[src/ddc_pkg.sv]
package ddc_pkg;

   // Decoded command classes
   typedef enum logic [4:0] {
      DDC_CMD_NONE,
      DDC_CMD_MRS,
      DDC_CMD_REF,
      DDC_CMD_SRE,
      DDC_CMD_SRX,
      DDC_CMD_PRE,
      DDC_CMD_PREA,
      DDC_CMD_ACT,
      DDC_CMD_WR,
      DDC_CMD_WRA,
      DDC_CMD_RD,
      DDC_CMD_RDA,
      DDC_CMD_NOP,
      DDC_CMD_DES,
      DDC_CMD_PDE,
      DDC_CMD_PDX,
      DDC_CMD_ZQCL,
      DDC_CMD_ZQCS,
      DDC_CMD_ILLEGAL
   } ddc_cmd_t;

   // Address field positions
   localparam int DDC_AP_BIT     = 10;
   localparam int DDC_BC_BIT     = 12;
   localparam int DDC_COL_HI_BIT = 11;

   // Widths
   localparam int DDC_ADDR_W = 15;
   localparam int DDC_BANK_W = 3;
   localparam int DDC_COL_W  = 11;
   localparam int DDC_CNT_W  = 8;

   // Timing defaults, in clocks
   localparam logic [DDC_CNT_W-1:0] DDC_WL_DEF     = 8'h05;
   localparam logic [DDC_CNT_W-1:0] DDC_XPDLL_DEF  = 8'h0A;
   localparam logic [DDC_CNT_W-1:0] DDC_CPDED_DEF  = 8'h01;

   // Reset values
   localparam logic [DDC_CNT_W-1:0] DDC_CNT_RST = 8'h00;

endpackage

[src/ddc_cmd_decode.sv]
`timescale 1ns/1ps

////////////////////////////////////////////////////////////////////////////////
module ddc_cmd_decode
   import ddc_pkg::*;
#(
   parameter logic [DDC_CNT_W-1:0] WL    = DDC_WL_DEF,     // Write latency
   parameter logic [DDC_CNT_W-1:0] XPDLL = DDC_XPDLL_DEF,  // DLL relock exit delay
   parameter logic [DDC_CNT_W-1:0] CPDED = DDC_CPDED_DEF   // Entry command delay
) (
   input  wire logic                  clock_in,       // Device clock
   input  wire logic                  rst_in,         // Synchronous reset
   input  wire logic                  cke_in,         // Clock enable
   input  wire logic                  cs_n_in,        // Chip select, low active
   input  wire logic                  ras_n_in,       // Row strobe, low active
   input  wire logic                  cas_n_in,       // Column strobe, low active
   input  wire logic                  we_n_in,        // Write enable, low active
   input  wire logic [DDC_BANK_W-1:0] bank_in,        // Bank address
   input  wire logic [DDC_ADDR_W-1:0] addr_in,        // Address bus
   input  wire logic                  otf_en_in,      // On-the-fly burst enabled
   input  wire logic                  mr_bc4_in,      // Fixed burst is chop four
   input  wire logic                  pd_dll_fast_in, // DLL kept on in precharge PD
   input  wire logic                  lead_cke_in,    // CKE level WL-1 clocks ahead
   output ddc_cmd_t                   cmd_out,        // Decoded command
   output logic                       cmd_vld_out,    // Command strobe
   output logic [DDC_BANK_W-1:0]      bank_out,       // Bank of command
   output logic [DDC_COL_W-1:0]       col_out,        // Column of read or write
   output logic [DDC_ADDR_W-1:0]      op_out,         // Row, mode code or raw address
   output logic                       bc4_out,        // Burst chopped to four
   output logic                       ap_out,         // Auto precharge or all banks
   output logic                       burst_out,      // Burst in progress
   output logic                       odt_async_out,  // Termination timing uncertain
   output logic                       pd_out          // In power-down or self refresh
);

   ////////////////////////////////////////////////////////////////////////////
   // Command classification

   logic     cke_prev_r;
   logic     cke_prev_nxt;
   ddc_cmd_t cmd_c;
   logic     bc4_c;
   logic     pd_r;           // In precharge or active power-down
   logic     pd_nxt;
   logic     sr_r;           // In self refresh
   logic     sr_nxt;

   // Combinational decode of the pins at this edge
   always_comb begin
      cmd_c = DDC_CMD_ILLEGAL;
      if (cke_prev_r && cke_in) begin
         if (cs_n_in) begin
            cmd_c = DDC_CMD_DES;
         end else begin
            unique case ({ras_n_in, cas_n_in, we_n_in})
               3'b000: cmd_c = DDC_CMD_MRS;
               3'b001: cmd_c = DDC_CMD_REF;
               3'b010: cmd_c = addr_in[DDC_AP_BIT] ? DDC_CMD_PREA : DDC_CMD_PRE;
               3'b011: cmd_c = DDC_CMD_ACT;
               3'b100: cmd_c = addr_in[DDC_AP_BIT] ? DDC_CMD_WRA : DDC_CMD_WR;
               3'b101: cmd_c = addr_in[DDC_AP_BIT] ? DDC_CMD_RDA : DDC_CMD_RD;
               3'b110: cmd_c = addr_in[DDC_AP_BIT] ? DDC_CMD_ZQCL : DDC_CMD_ZQCS;
               3'b111: cmd_c = DDC_CMD_NOP;
            endcase
         end
      end else if (cke_prev_r && !cke_in) begin
         if (!cs_n_in && {ras_n_in, cas_n_in, we_n_in} == 3'b001) begin
            cmd_c = DDC_CMD_SRE;
         end else if (cs_n_in || {ras_n_in, cas_n_in, we_n_in} == 3'b111) begin
            cmd_c = DDC_CMD_PDE;
         end
      end else if (!cke_prev_r && cke_in) begin
         if (cs_n_in || {ras_n_in, cas_n_in, we_n_in} == 3'b111) begin
            cmd_c = pd_r ? DDC_CMD_PDX : DDC_CMD_SRX;
         end
      end else begin
         cmd_c = DDC_CMD_NONE; // CKE held low: pins ignored
      end
   end

   // Burst length selection, fixed or per command
   always_comb begin
      if (otf_en_in) begin
         bc4_c = !addr_in[DDC_BC_BIT];
      end else begin
         bc4_c = mr_bc4_in;
      end
   end

   ////////////////////////////////////////////////////////////////////////////
   // Registered command outputs

   ddc_cmd_t                  cmd_r,   cmd_nxt;
   logic                      vld_r,   vld_nxt;
   logic [DDC_BANK_W-1:0]     bank_r,  bank_nxt;
   logic [DDC_COL_W-1:0]      col_r,   col_nxt;
   logic [DDC_ADDR_W-1:0]     op_r,    op_nxt;
   logic                      bc4_r,   bc4_nxt;
   logic                      ap_r,    ap_nxt;

   // Capture fields of the decoded command
   always_comb begin
      cke_prev_nxt = cke_in;
      cmd_nxt      = cmd_c;
      vld_nxt      = (cmd_c != DDC_CMD_NONE) && (cmd_c != DDC_CMD_DES) && (cmd_c != DDC_CMD_NOP);
      bank_nxt     = bank_r;
      col_nxt      = col_r;
      op_nxt       = op_r;
      bc4_nxt      = bc4_r;
      ap_nxt       = addr_in[DDC_AP_BIT];
      unique case (cmd_c)
         DDC_CMD_WR, DDC_CMD_WRA, DDC_CMD_RD, DDC_CMD_RDA: begin
            bank_nxt = bank_in;
            col_nxt  = {addr_in[DDC_COL_HI_BIT], addr_in[9:0]};
            bc4_nxt  = bc4_c;
         end
         DDC_CMD_MRS, DDC_CMD_ACT, DDC_CMD_PRE, DDC_CMD_PREA: begin
            bank_nxt = bank_in;
            op_nxt   = addr_in;
         end
         default: begin
            ap_nxt = ap_r;
         end
      endcase
   end

   // Command and field registers; previous CKE resets low so the first high edge reads as an exit
   always_ff @(posedge clock_in) begin
      if (rst_in) begin
         cke_prev_r <= 1'b0;
         cmd_r      <= DDC_CMD_NONE;
         vld_r      <= 1'b0;
         bank_r     <= '0;
         col_r      <= '0;
         op_r       <= '0;
         bc4_r      <= 1'b0;
         ap_r       <= 1'b0;
      end else begin
         cke_prev_r <= cke_prev_nxt;
         cmd_r      <= cmd_nxt;
         vld_r      <= vld_nxt;
         bank_r     <= bank_nxt;
         col_r      <= col_nxt;
         op_r       <= op_nxt;
         bc4_r      <= bc4_nxt;
         ap_r       <= ap_nxt;
      end
   end

   assign cmd_out     = cmd_r;
   assign cmd_vld_out = vld_r;
   assign bank_out    = bank_r;
   assign col_out     = col_r;
   assign op_out      = op_r;
   assign bc4_out     = bc4_r;
   assign ap_out      = ap_r;

   ////////////////////////////////////////////////////////////////////////////
   // Burst tracking: only a new read or write restarts the count

   logic [2:0] beat_r;
   logic [2:0] beat_nxt;
   logic       is_rw_c;

   // A new read or write reloads the beat count; NOP and deselect only count down
   always_comb begin
      is_rw_c  = (cmd_c == DDC_CMD_WR) || (cmd_c == DDC_CMD_WRA) ||
                 (cmd_c == DDC_CMD_RD) || (cmd_c == DDC_CMD_RDA);
      beat_nxt = beat_r;
      if (is_rw_c) begin
         beat_nxt = bc4_c ? 3'h2 : 3'h4;
      end else if (beat_r != 3'h0) begin
         beat_nxt = beat_r - 3'h1;
      end
   end

   // Beat counter register
   always_ff @(posedge clock_in) begin
      if (rst_in) begin
         beat_r <= 3'h0;
      end else begin
         beat_r <= beat_nxt;
      end
   end

   assign burst_out = (beat_r != 3'h0);

   ////////////////////////////////////////////////////////////////////////////
   // Power-down state

   // Power-down and self refresh flags, both cleared by any CKE rise
   always_comb begin
      pd_nxt = pd_r;
      sr_nxt = sr_r;
      if (cmd_c == DDC_CMD_PDE) begin
         pd_nxt = 1'b1;
      end else if (cmd_c == DDC_CMD_SRE) begin
         sr_nxt = 1'b1;
      end else if (!cke_prev_r && cke_in) begin
         pd_nxt = 1'b0;
         sr_nxt = 1'b0;
      end
   end

   // Power state registers
   always_ff @(posedge clock_in) begin
      if (rst_in) begin
         pd_r <= 1'b0;
         sr_r <= 1'b0;
      end else begin
         pd_r <= pd_nxt;
         sr_r <= sr_nxt;
      end
   end

   assign pd_out = pd_r || sr_r;

   ////////////////////////////////////////////////////////////////////////////
   // Uncertain termination windows around power-down entry and exit

   logic frz_c;
   logic lead_rise_c;
   logic lead_fall_c;
   logic lead_prev_r;
   logic lead_prev_nxt;
   logic lead_open_r;
   logic lead_open_nxt;
   logic exit_open_c;
   logic entry_open_c;

   // Window only exists when the DLL freezes in precharge power-down
   assign frz_c = !pd_dll_fast_in;

   // The lead CKE copy runs WL-1 clocks ahead, so its edges mark window starts
   always_comb begin
      lead_prev_nxt = lead_cke_in;
      lead_rise_c   = frz_c && lead_cke_in && !lead_prev_r;
      lead_fall_c   = frz_c && !lead_cke_in && lead_prev_r;
      lead_open_nxt = lead_open_r;
      if (lead_rise_c || lead_fall_c) begin
         lead_open_nxt = 1'b1;
      end else if (cke_in != cke_prev_r) begin
         lead_open_nxt = 1'b0;
      end
   end

   // Lead copy resets to its idle high level so that reset makes no false edge
   always_ff @(posedge clock_in) begin
      if (rst_in) begin
         lead_prev_r <= 1'b1;
         lead_open_r <= 1'b0;
      end else begin
         lead_prev_r <= lead_prev_nxt;
         lead_open_r <= lead_open_nxt;
      end
   end

   // Tail after first CKE high, closing after the DLL relock delay
   ddc_win_cnt #(
      .W (DDC_CNT_W)
   ) u_exit_win (
      .clock_in (clock_in),
      .rst_in   (rst_in),
      .load_in  (frz_c && !cke_prev_r && cke_in),
      .len_in   (XPDLL),
      .open_out (exit_open_c)
   );

   // Tail after first CKE low, closing after the entry command delay
   ddc_win_cnt #(
      .W (DDC_CNT_W)
   ) u_entry_win (
      .clock_in (clock_in),
      .rst_in   (rst_in),
      .load_in  (frz_c && cke_prev_r && !cke_in),
      .len_in   (CPDED),
      .open_out (entry_open_c)
   );

   // Overlapping windows merge because each piece stays open until its own end
   assign odt_async_out = lead_open_r || exit_open_c || entry_open_c;

endmodule

[src/ddc_win_cnt.sv]
`timescale 1ns/1ps

// Down counter that holds a window open for a loaded number of clocks
module ddc_win_cnt
   import ddc_pkg::*;
#(
   parameter int W = DDC_CNT_W
) (
   input  wire logic         clock_in,  // Clock
   input  wire logic         rst_in,    // Synchronous reset
   input  wire logic         load_in,   // Start or restart window
   input  wire logic [W-1:0] len_in,    // Clocks after the load edge
   output logic              open_out   // Window open
);

   logic [W-1:0] cnt_r;
   logic [W-1:0] cnt_nxt;

   // Next count
   always_comb begin
      cnt_nxt = cnt_r;
      if (load_in) begin
         cnt_nxt = len_in;
      end else if (cnt_r != '0) begin
         cnt_nxt = cnt_r - W'(1);
      end
   end

   // Count register
   always_ff @(posedge clock_in) begin
      if (rst_in) begin
         cnt_r <= '0;
      end else begin
         cnt_r <= cnt_nxt;
      end
   end

   assign open_out = load_in || (cnt_r != '0);

endmodule
[config.mk]
export PLATFORM = sky130hd
export DESIGN_NAME = ddc_cmd_decode
export DESIGN_NICKNAME = d
export VERILOG_FILES = /design/src/ddc_pkg.sv /design/src/ddc_cmd_decode.sv /design/src/ddc_win_cnt.sv
export SDC_FILE = /design/constraint.sdc
export NUM_CORES = 1
export LEC_CHECK = 0
export ABC_CLOCK_PERIOD_IN_PS = 2130
export CAP_MARGIN = 0
export CORE_MARGIN = 8
export CORE_UTILIZATION = 41
export CTS_CLUSTER_SIZE = 16
export DETAILED_ROUTE_END_ITERATION = 10
export DONT_BUFFER_PORTS = 1
export RECOVER_POWER = 50
export SKIP_CTS_REPAIR_TIMING = 1
export SLEW_MARGIN = 25
export SYNTH_ARGS = -nofsm -noshare
export SYNTH_HDL_FRONTEND = slang
export SYNTH_SLANG_ARGS = --single-unit
[constraint.sdc]
create_clock -name clock_in -period 2.13 [get_ports clock_in]
set_clock_uncertainty 0.1 [all_clocks]
set_input_delay 0.3195 -clock clock_in [delete_from_list [all_inputs] [get_ports clock_in]]
set_output_delay 0.3195 -clock clock_in [all_outputs]
set_load 0.02 [all_outputs]
[Word-level counts from Yosys, hierarchy flattened]
Index checks and enable logic that the tools add are counted.
Storage, ports and cells
  word-level logic and storage cells: 118
  register bits after elaboration: 61
  bits of input ports: 29
  output and inout bits: 40
Operators by class
  muxes and demuxes: 27
  reductions and logical operators: 49
  eq/ne operators: 21
  add/sub/neg operators: 3
  bitwise gates (word level): 1
Operators with widths (number)
  $pmux W5 S8: 1
  $mux W5: 7
  $eq A5 B4 Y1 const B: 5
  $reduce_bool A8 Y1: 2
  $sub A8 B1 Y8 const B: 2
  $eq A5 B3 Y1 const B: 3
  $logic_and A1 B1 Y1: 14
  $eq A3 B3 Y1 const B: 4
  $mux W1: 12
  $mux W4: 3
  $reduce_bool A2 Y1: 6
  $logic_or A1 B1 Y1: 10
  $ne A5 B4 Y1 const B: 2
  $mux W3: 3
  $reduce_or A4 Y1: 2
  $reduce_or A8 Y1: 1
  $logic_not A1 Y1: 7
  $eq A3 B2 Y1 const B: 2
  $eq A5 B1 Y1 const B: 1
  $eq A5 B2 Y1 const B: 1
  $reduce_bool A5 Y1: 1
  $reduce_and A2 Y1: 2
  $reduce_or A2 Y1: 2
  $eq A3 B1 Y1 const B: 1
  7 further kinds: 7

[Logic depth before layout (Yosys ltp)]
Gate-level depths: netlist of run 1.
  depth in word-level cells: 11
  mapped depth: 10
  depth with buffers taken out: 8

[Hierarchy]
A second synthesis of run 1 with hierarchy kept.
Unflattened totals
  cells, all modules: 332
  area, all modules: 3026.7 µm²
Modules (own cells, without submodules)
  ddc_cmd_decode: area an instance 2035.7 µm², sequential area each 900.9 µm², times used 1, cells an instance 220
  ddc_win_cnt: area an instance 495.5 µm², sequential area each 160.2 µm², times used 2, cells an instance 56

[Least setup slack after synthesis of run 1]
OpenSTA, ideal clock, no wires.
  path type: flip-flop to flip-flop
  start: reg cke_prev_r
  end: reg ap_r (netlist: ap_out)
  cell stages (with the launch flop): 10
  clock period less this slack: 2.226 ns
  arrival: 2.009 ns
  data required time: 1.913 ns
  library setup time: 0.117 ns
  path buffers: 2
  path slack: -0.096 ns
  cells stage by stage: dfxtp_1 ha_1 buf_2 mux2_4 a21o_1 a22o_1 a21o_1 buf_6 nor3b_4 a22o_1
Between the ends
  word-level cells in the longest chain between the ends: 7
  elaborated cells on any way between the ends: 16
  classes of those cells: eq/ne: 8; mux: 3; reduce/logical: 5
RTL lines
  start, declared: RTL line ddc_cmd_decode.sv:39  | logic cke_prev_r;
  start signal, assigned: RTL line ddc_cmd_decode.sv:139  | cke_prev_r <= cke_prev_nxt;
  $logic_not A1 Y1: RTL line ddc_cmd_decode.sv:72  | end else if (!cke_prev_r && cke_in) begin
  $logic_and A1 B1 Y1: RTL line ddc_cmd_decode.sv:72
  $mux W5: RTL line ddc_cmd_decode.sv:72
  $mux W5: RTL line ddc_cmd_decode.sv:66  | end else if (cke_prev_r && !cke_in) begin
  $mux W5 (*): RTL line ddc_cmd_decode.sv:51  | if (cke_prev_r && cke_in) begin
  $eq A5 B4 Y1, or another cell as far along: RTL line ddc_cmd_decode.sv:111  | unique case (cmd_c)
  $reduce_or A8 Y1 (no source line) (*)
  end signal, assigned: RTL line ddc_cmd_decode.sv:146  | ap_r <= ap_nxt;
  end, declared: RTL line ddc_cmd_decode.sv:99  | logic ap_r, ap_nxt;
Every way passes the cells marked *; elsewhere a longest branch is shown, timed or not.
A chain may end at the register's enable or synchronous reset.

[Worst setup path after layout of run 1]
  start: reg u_exit_win.cnt_r[2]
  end: out odt_async_out
Between the ends
  word-level cells in the longest chain between the ends: 4
RTL lines
  start, declared: RTL line ddc_win_cnt.sv:16  | logic [W-1:0] cnt_r;
  start signal, assigned: RTL line ddc_win_cnt.sv:34  | cnt_r <= cnt_nxt;
  $reduce_bool A8 Y1: RTL line ddc_win_cnt.sv:38  | assign open_out = load_in || (cnt_r != '0);
  $logic_or A1 B1 Y1: RTL line ddc_win_cnt.sv:38
  $logic_or A1 B1 Y1 (2 in a row): RTL line ddc_cmd_decode.sv:281  | assign odt_async_out = lead_open_r || exit_open_c || entry_open_c;
  end, declared: RTL line ddc_cmd_decode.sv:32  | output logic odt_async_out,
No other way between the ends.

==> results of run 1 <==
-- registers in the layout, summed over array words and instances, names as in the netlist --
name	flops
op_out	15
col_out	11
u_entry_win.cnt_r	8
u_exit_win.cnt_r	8
cmd_out	5
bank_out	3
beat_r	3
ap_out	1
bc4_out	1
cke_prev_r	1
cmd_vld_out	1
lead_open_r	1
lead_prev_r	1
pd_r	1
sr_r	1
-- per-layer routing --
layer | vias to the layer above | share of wire (%)
met5 | - | 0
met4 | 0 | 1.9
met3 | 10 | 9.3
met2 | 59 | 45
met1 | 931 | 43
li1 | 1042 | -
-- metrics by stage --
step / power [mW] / setup TNS, ps / util, % / cell area (um^2)
6_report: 3.72 / -646 / 50.1 / 3180
5_1_grt: 4.02 / -4810 / 50.1 / 3180
4_1_cts: 3.69 / -342 / 48.4 / 3070
3_5_place_dp: 2.67 / -0.0773 / 45.4 / 2880
3_3_place_gp: 2.64 / 0 / 45.4 / 2880
2_1_floorplan: 2.41 / 0 / - / 2720
-- cell type report --
class | count | area [um^2]
Fill cell | 612 | 3170
Multi-Input combinational cell | 210 | 1410
Sequential cell | 61 | 1220
Timing Repair Buffer | 23 | 215
Clock buffer | 10 | 128
Tap cell | 77 | 96.3
Clock inverter | 6 | 63.8
Inverter | 13 | 48.8
-- cell usage in the layout (no fill, tap or decap), types with 4 or more instances in the layout --
cell type	Yosys	routed
a21oi_1	22	21
a22o_1	5	5
buf_4	1	11
clkbuf_8	0	9
dfxtp_1	61	61
dlygate4sd3_1	0	6
ha_1	8	4
inv_1	13	12
mux2i_1	17	17
nand2_1	33	33
nand3b_1	4	4
nor2_1	48	47
nor2b_1	4	4
nor3_1	9	8
o21ai_0	4	4
xnor2_1	10	10
xor2_1	7	7
-- report_power, final --
| part | internal (mW) | switching [mW] |
|---|---|---|
| Combinational | 0.609 | 0.610 |
| Clock | 0.538 | 0.456 |
| Sequential | 1.33 | 0.179 |
| Total | 2.48 | 1.25 |
-- worst max path at each step --
stage	to	slack, ps
2_1_floorplan	ap_out	8
3_3_place_gp	sr_r	20
3_5_place_dp	ap_out	-0.08
4_1_cts	odt_async_out	-300
5_1_grt	odt_async_out	-270
6_report	odt_async_out	-210
-- kinds of logic after synthesis --
| logic type | Yosys count |
|---|---|
| mux | 19 |
| compound gates | 51 |
| xor+xnor | 17 |
| simple gates | 115 |
| flops | 61 |
| fa+ha+maj | 8 |
| buf+inv | 27 |
==> run summary, run 1 <==
area share of the largest cell type after synthesis = 45.4%
Post-layout nets = 355
io pins = 69
slowest cell delay on critical path = 540 ps
Tot GR Track Use = 12.6%
Die H = 97.0 um
most instantiated cells after synthesis = dfxtp_1 (61), nor2_1 (48), nand2_1 (33)
Tcrit/Tclk final = 110%
DIE WIDTH = 97.0 um
IO Port Bufs = 0
Synth area leader = dfxtp_1
# DRC = 0
Min-Delay Startpoint = addr_in[2]
Hold WS = 15.1 ps
critical path launch point = u_exit_win.cnt_r[2]
DR pass1 iterations = 5
post-detail-place hpwl = 4210 um
Critical Path RT = 1710 ps
Compound-Gate Fraction of Synth Area = 12.8%
Worst Slack Setup Final = -208 ps
register area share after synthesis = 45.4%
Synth Area in Simple Gates = 20.4%
CTS Sinks = 61
RR Endpoint = bank_out[0]
Worst Max-Slew Pin Slew = 955 ps
placed cell count = 377
Crit path max-delay family = simple AND/OR/NAND/NOR gates
gp weighted congestion = 0.884
multiplexer share of the synthesized area = 7.30%
CTS Buffer Depth = 2
crit path kind = register to output pin
vias in the first global route = 2049
Root Buffer Master = clkbuf_8
first-pass GRT wire length = 9780 um
Mapped Avg Cell Area = 9.03 um^2
max cap viols = 0
area grow syn2layout = 18.2%
CTS tree = done
PwrDens = 1170 nW/um^2
layout cells sized above 1 = 16.7%
ys async rst share = 0%
maximum operating frequency = 428 MHz
GR peak layer = met2
worst hold path type = input pin to register
Non-Filler Instances = 400
#FFs+latches synth = 61
worst skew pair latency = 330 ps
Hold Crit Depth = 2
Die Area = 9410 um^2
H-tree levels = 3
wire length per cell = 15.0 um
Reg2Reg Launch Point = cke_prev_r
endpoint type of the worst setup path = output pin
met2 Usage GRT = 19.0%
num rows = 29
largest family of logic cells by synthesized area = simple AND/OR/NAND/NOR gates
clock-pin slew on the worst setup and hold paths = 70 ps
crit path max-delay cell type = or4_4
First DRT Iteration DRCs = 86
worst r2r path cells = 7
Initial Utilization = 42.4%
failing checks = setup timing
leakage = 1.35 nW
via density per instance = 5.11
routing usage on met3 = 6.33%
max-slew violations = 0
Ys Warns = 0
Final setup viols = 24
Synth area leaders = dfxtp_1 (45%), nor2_1 (6.7%), mux2i_1 (6.3%), nand2_1 (4.6%), a21oi_1 (4.1%)
total CTS buffers = 9
peak supply drop = 512 uV
buffers plus inverters on the worst setup path = 0
Synth Area in XOR/XNOR = 5.53%
Post-Syn Nets = 335
pin count of the biggest net entering global routing = 51
min Tclk post-route = 2340 ps
final hold viol count = 0
count leader, synth = dfxtp_1
global route overflow = 0
outcome = finished, violations left
CP Cell Sequence = nor3_2, nand3b_1, or3_4, or4_4
post-synthesis adder-cell area fraction = 3.72%
Yosys cell types = 47
initial antenna violation count = 0
worst hold endpoint = col_out[2]
CP Max Fanout = 3
diodes inserted = 0
EDFF count, synth = 0
Routed Antenna Nets = 0
cell count after synthesis = 298
core region area = 6350 um^2
RSZ-0062 raised after global routing = true
met1 global-route usage = 14.2%
final wirelength = 6020 um
post-synthesis instance area = 2690 um^2
Worst R2R Setup Slack = -40 ps
Post-synth top flop = dfxtp_1
critical path launch point type = register
worst rel slew slack = 36.3%
vias post-DR = 2042
CP arrival = 1920 ps
Post-Place Setup Slack = -0.0773 ps
Worst path depth = 4
Power figures use the tool's default switching activity.
==> inputs of run 2 (changes only) <==
- SKIP_CTS_REPAIR_TIMING: 1 -> unset
==> run 2 against run 1 <==
Against the previous run:
- the run still ends with setup timing left
- setup slack about the same
- sequential share of layout area is 0.33 points lower
- clock power about the same
- wire length grew 0.83%
- sequential power about the same
- non-clock buffer count is 3 higher
- power is 0.20% higher
- die area is the same
- critical path depth unchanged
- global-route usage is 0.55 points higher
- maximum frequency is essentially flat
- critical path type unchanged
- critical endpoint unchanged
- highest routed layer unchanged
==> run summary, run 2 (synthesis gave the netlist of run 1 again) <==
CTS Sinks = 61 (unchanged)
CTS Buffer Depth = 2 (unchanged)
post-route design area = 3220 um^2 (+1.2%)
worst r2r path cells = 9 (+2)
critical path launch point type = register
Root Buffer Master = clkbuf_8
via density per instance = 5.06 (-0.89%)
io pins = 69 (unchanged)
failing checks = setup timing
First DRT Iteration DRCs = 99 (+15%)
RR Endpoint = col_out[10]
worst hold path type = input pin to register
global route overflow = 0 (unchanged)
maximum operating frequency = 428 MHz (about the same)
Critical Path RT = 1710 ps (about the same)
setup bufs post-CTS = 0
CTS tree = done
endpoint type of the worst setup path = output pin
Min-Delay Startpoint = addr_in[4]
Routed Antenna Nets = 0 (unchanged)
diodes inserted = 0 (unchanged)
worst skew pair latency = 330 ps (about the same)
Worst Slack Setup Final = -208 ps (-0.392 ps)
Post-layout nets = 358 (+0.85%)
buffers plus inverters on the worst setup path = 0 (unchanged)
commonest cells after routing, fill and taps aside = dfxtp_1 (60), nor2_1 (47), nand2_1 (33)
Crit path max-delay family = simple AND/OR/NAND/NOR gates
Non-Filler Instances = 403 (+0.75%)
DR pass1 iterations = 4 (-1)
leakage = 1.37 nW (+1.1%)
initial antenna violation count = 0 (unchanged)
CP Max Fanout = 3 (unchanged)
max-slew violations = 0 (unchanged)
Worst Max-Slew Pin Slew = 942 ps (-12.9 ps)
first-pass GRT wire length = 10200 um (+4.0%)
max FFs per register = 15 (unchanged)
Tot GR Track Use = 13.2% (+0.55 points)
wire length per cell = 15.1 um (about the same)
max cap viols = 0 (unchanged)
DIE WIDTH = 97.0 um (unchanged)
layout cells sized above 1 = 17.2% (+0.46 points)
Hold Crit Depth = 2 (unchanged)
Pwr Total = 3.73 mW (+0.20%)
vias post-DR = 2039 (-0.15%)
Die Area = 9410 um^2 (unchanged)
area grow syn2layout = 19.6%
core region area = 6350 um^2 (unchanged)
min Tclk post-route = 2340 ps (+0.392 ps)
Final setup viols = 25 (+4.2%)
final wirelength = 6070 um (+0.83%)
worst rel slew slack = 37.2% (+0.86 points)
peak supply drop = 512 uV (+0.12%)
RSZ-0062 raised after global routing = true
CP Cell Sequence = nor3_2, nand3b_1, or3_4, or4_4
Die H = 97.0 um (unchanged)
dpl cell area = 2880 um^2 (unchanged)
CP arrival = 1920 ps (about the same)
crit path max-delay cell type = or4_4
Tcrit/Tclk final = 110% (about the same)
most common cell after layout, fill and taps aside = dfxtp_1
crit path kind = register to output pin
clock-pin slew on the worst setup and hold paths = 70 ps (about the same)
Worst R2R Setup Slack = -40 ps (about the same)
Worst path depth = 4 (unchanged)
post-detail-place hpwl = 4210 um (unchanged)
PwrDens = 1160 nW/um^2 (-0.97%)
pin count of the biggest net entering global routing = 46 (-9.8%)
slowest cell delay on critical path = 540 ps (about the same)
gp weighted congestion = 0.884 (unchanged)
final hold viol count = 0 (unchanged)
vias in the first global route = 2108 (+2.9%)
# DRC = 0 (unchanged)
placed cell count = 377 (unchanged)
# fillers = 602 (-1.6%)
IO Port Bufs = 0 (unchanged)
total CTS buffers = 9 (unchanged)
worst hold endpoint = col_out[4]
num rows = 29 (unchanged)
H-tree levels = 3 (unchanged)
outcome = finished, violations left
Initial Utilization = 42.4% (unchanged)
Reg2Reg Launch Point = cke_prev_r
## run 2: per-stage QoR
step,util [%],hold WS (ps),setup TNS [ps],setup WS [ps]
detailed placement,45.4,295,-0.0773,-0.0773
CTS,50.3,0.488,-243,-243
finish,50.7,17.6,-565,-208
floorplan,-,304,0,8.39
global placement,45.4,290,0,15.0
global route,50.7,2.70,-5480,-273
## run 2: area by class of cell
cell class                 count  area (um^2)  share of cell area, %
clock buffer                  10          128                   3.96
clock inverter                 6         63.8                   1.98
inverter                      13         48.8                   1.52
multi-input combinational    210         1410                   43.8
sequential                    61         1220                   38.0
tap                           77         96.3                   2.99
timing repair buffer          26          249                   7.73
## run 2: per-layer routing
layer  vias up  part of all wire [%]  GRT usage [%]
li1       1050                     -              -
met1       929                    43           14.2
met2        52                    46           20.6
met3         8                   9.4           6.90
met4         0                   1.6           6.63
met5         -                     0              0
## run 2: where the power goes
group | internal [mW] | leakage [nW] | switching [mW]
clock | 0.538 | 0.0923 | 0.459
sequential | 1.33 | 0.500 | 0.179
combinational | 0.614 | 0.774 | 0.610
total | 2.48 | 1.37 | 1.25
## run 2: what timing repair did
| action | CTS | global route |
|---|---|---|
| pin swaps | 0 | 0 |
| resized for setup | 5 | 8 |
| setup endpoints to repair | 5 | 23 |
| hold buffers | 9 | 1 |
| hold endpoints to repair | 48 | 1 |
## run 2: how the worst max path moves through the flow
stage                        startpoint            end  slack, ps
floorplan                    cke_prev_r         ap_out          8
global placement             cke_prev_r           sr_r         20
detailed placement           cke_prev_r         ap_out      -0.08
CTS                 u_exit_win.cnt_r[0]  odt_async_out       -240
global route        u_exit_win.cnt_r[2]  odt_async_out       -270
finish              u_exit_win.cnt_r[2]  odt_async_out       -210
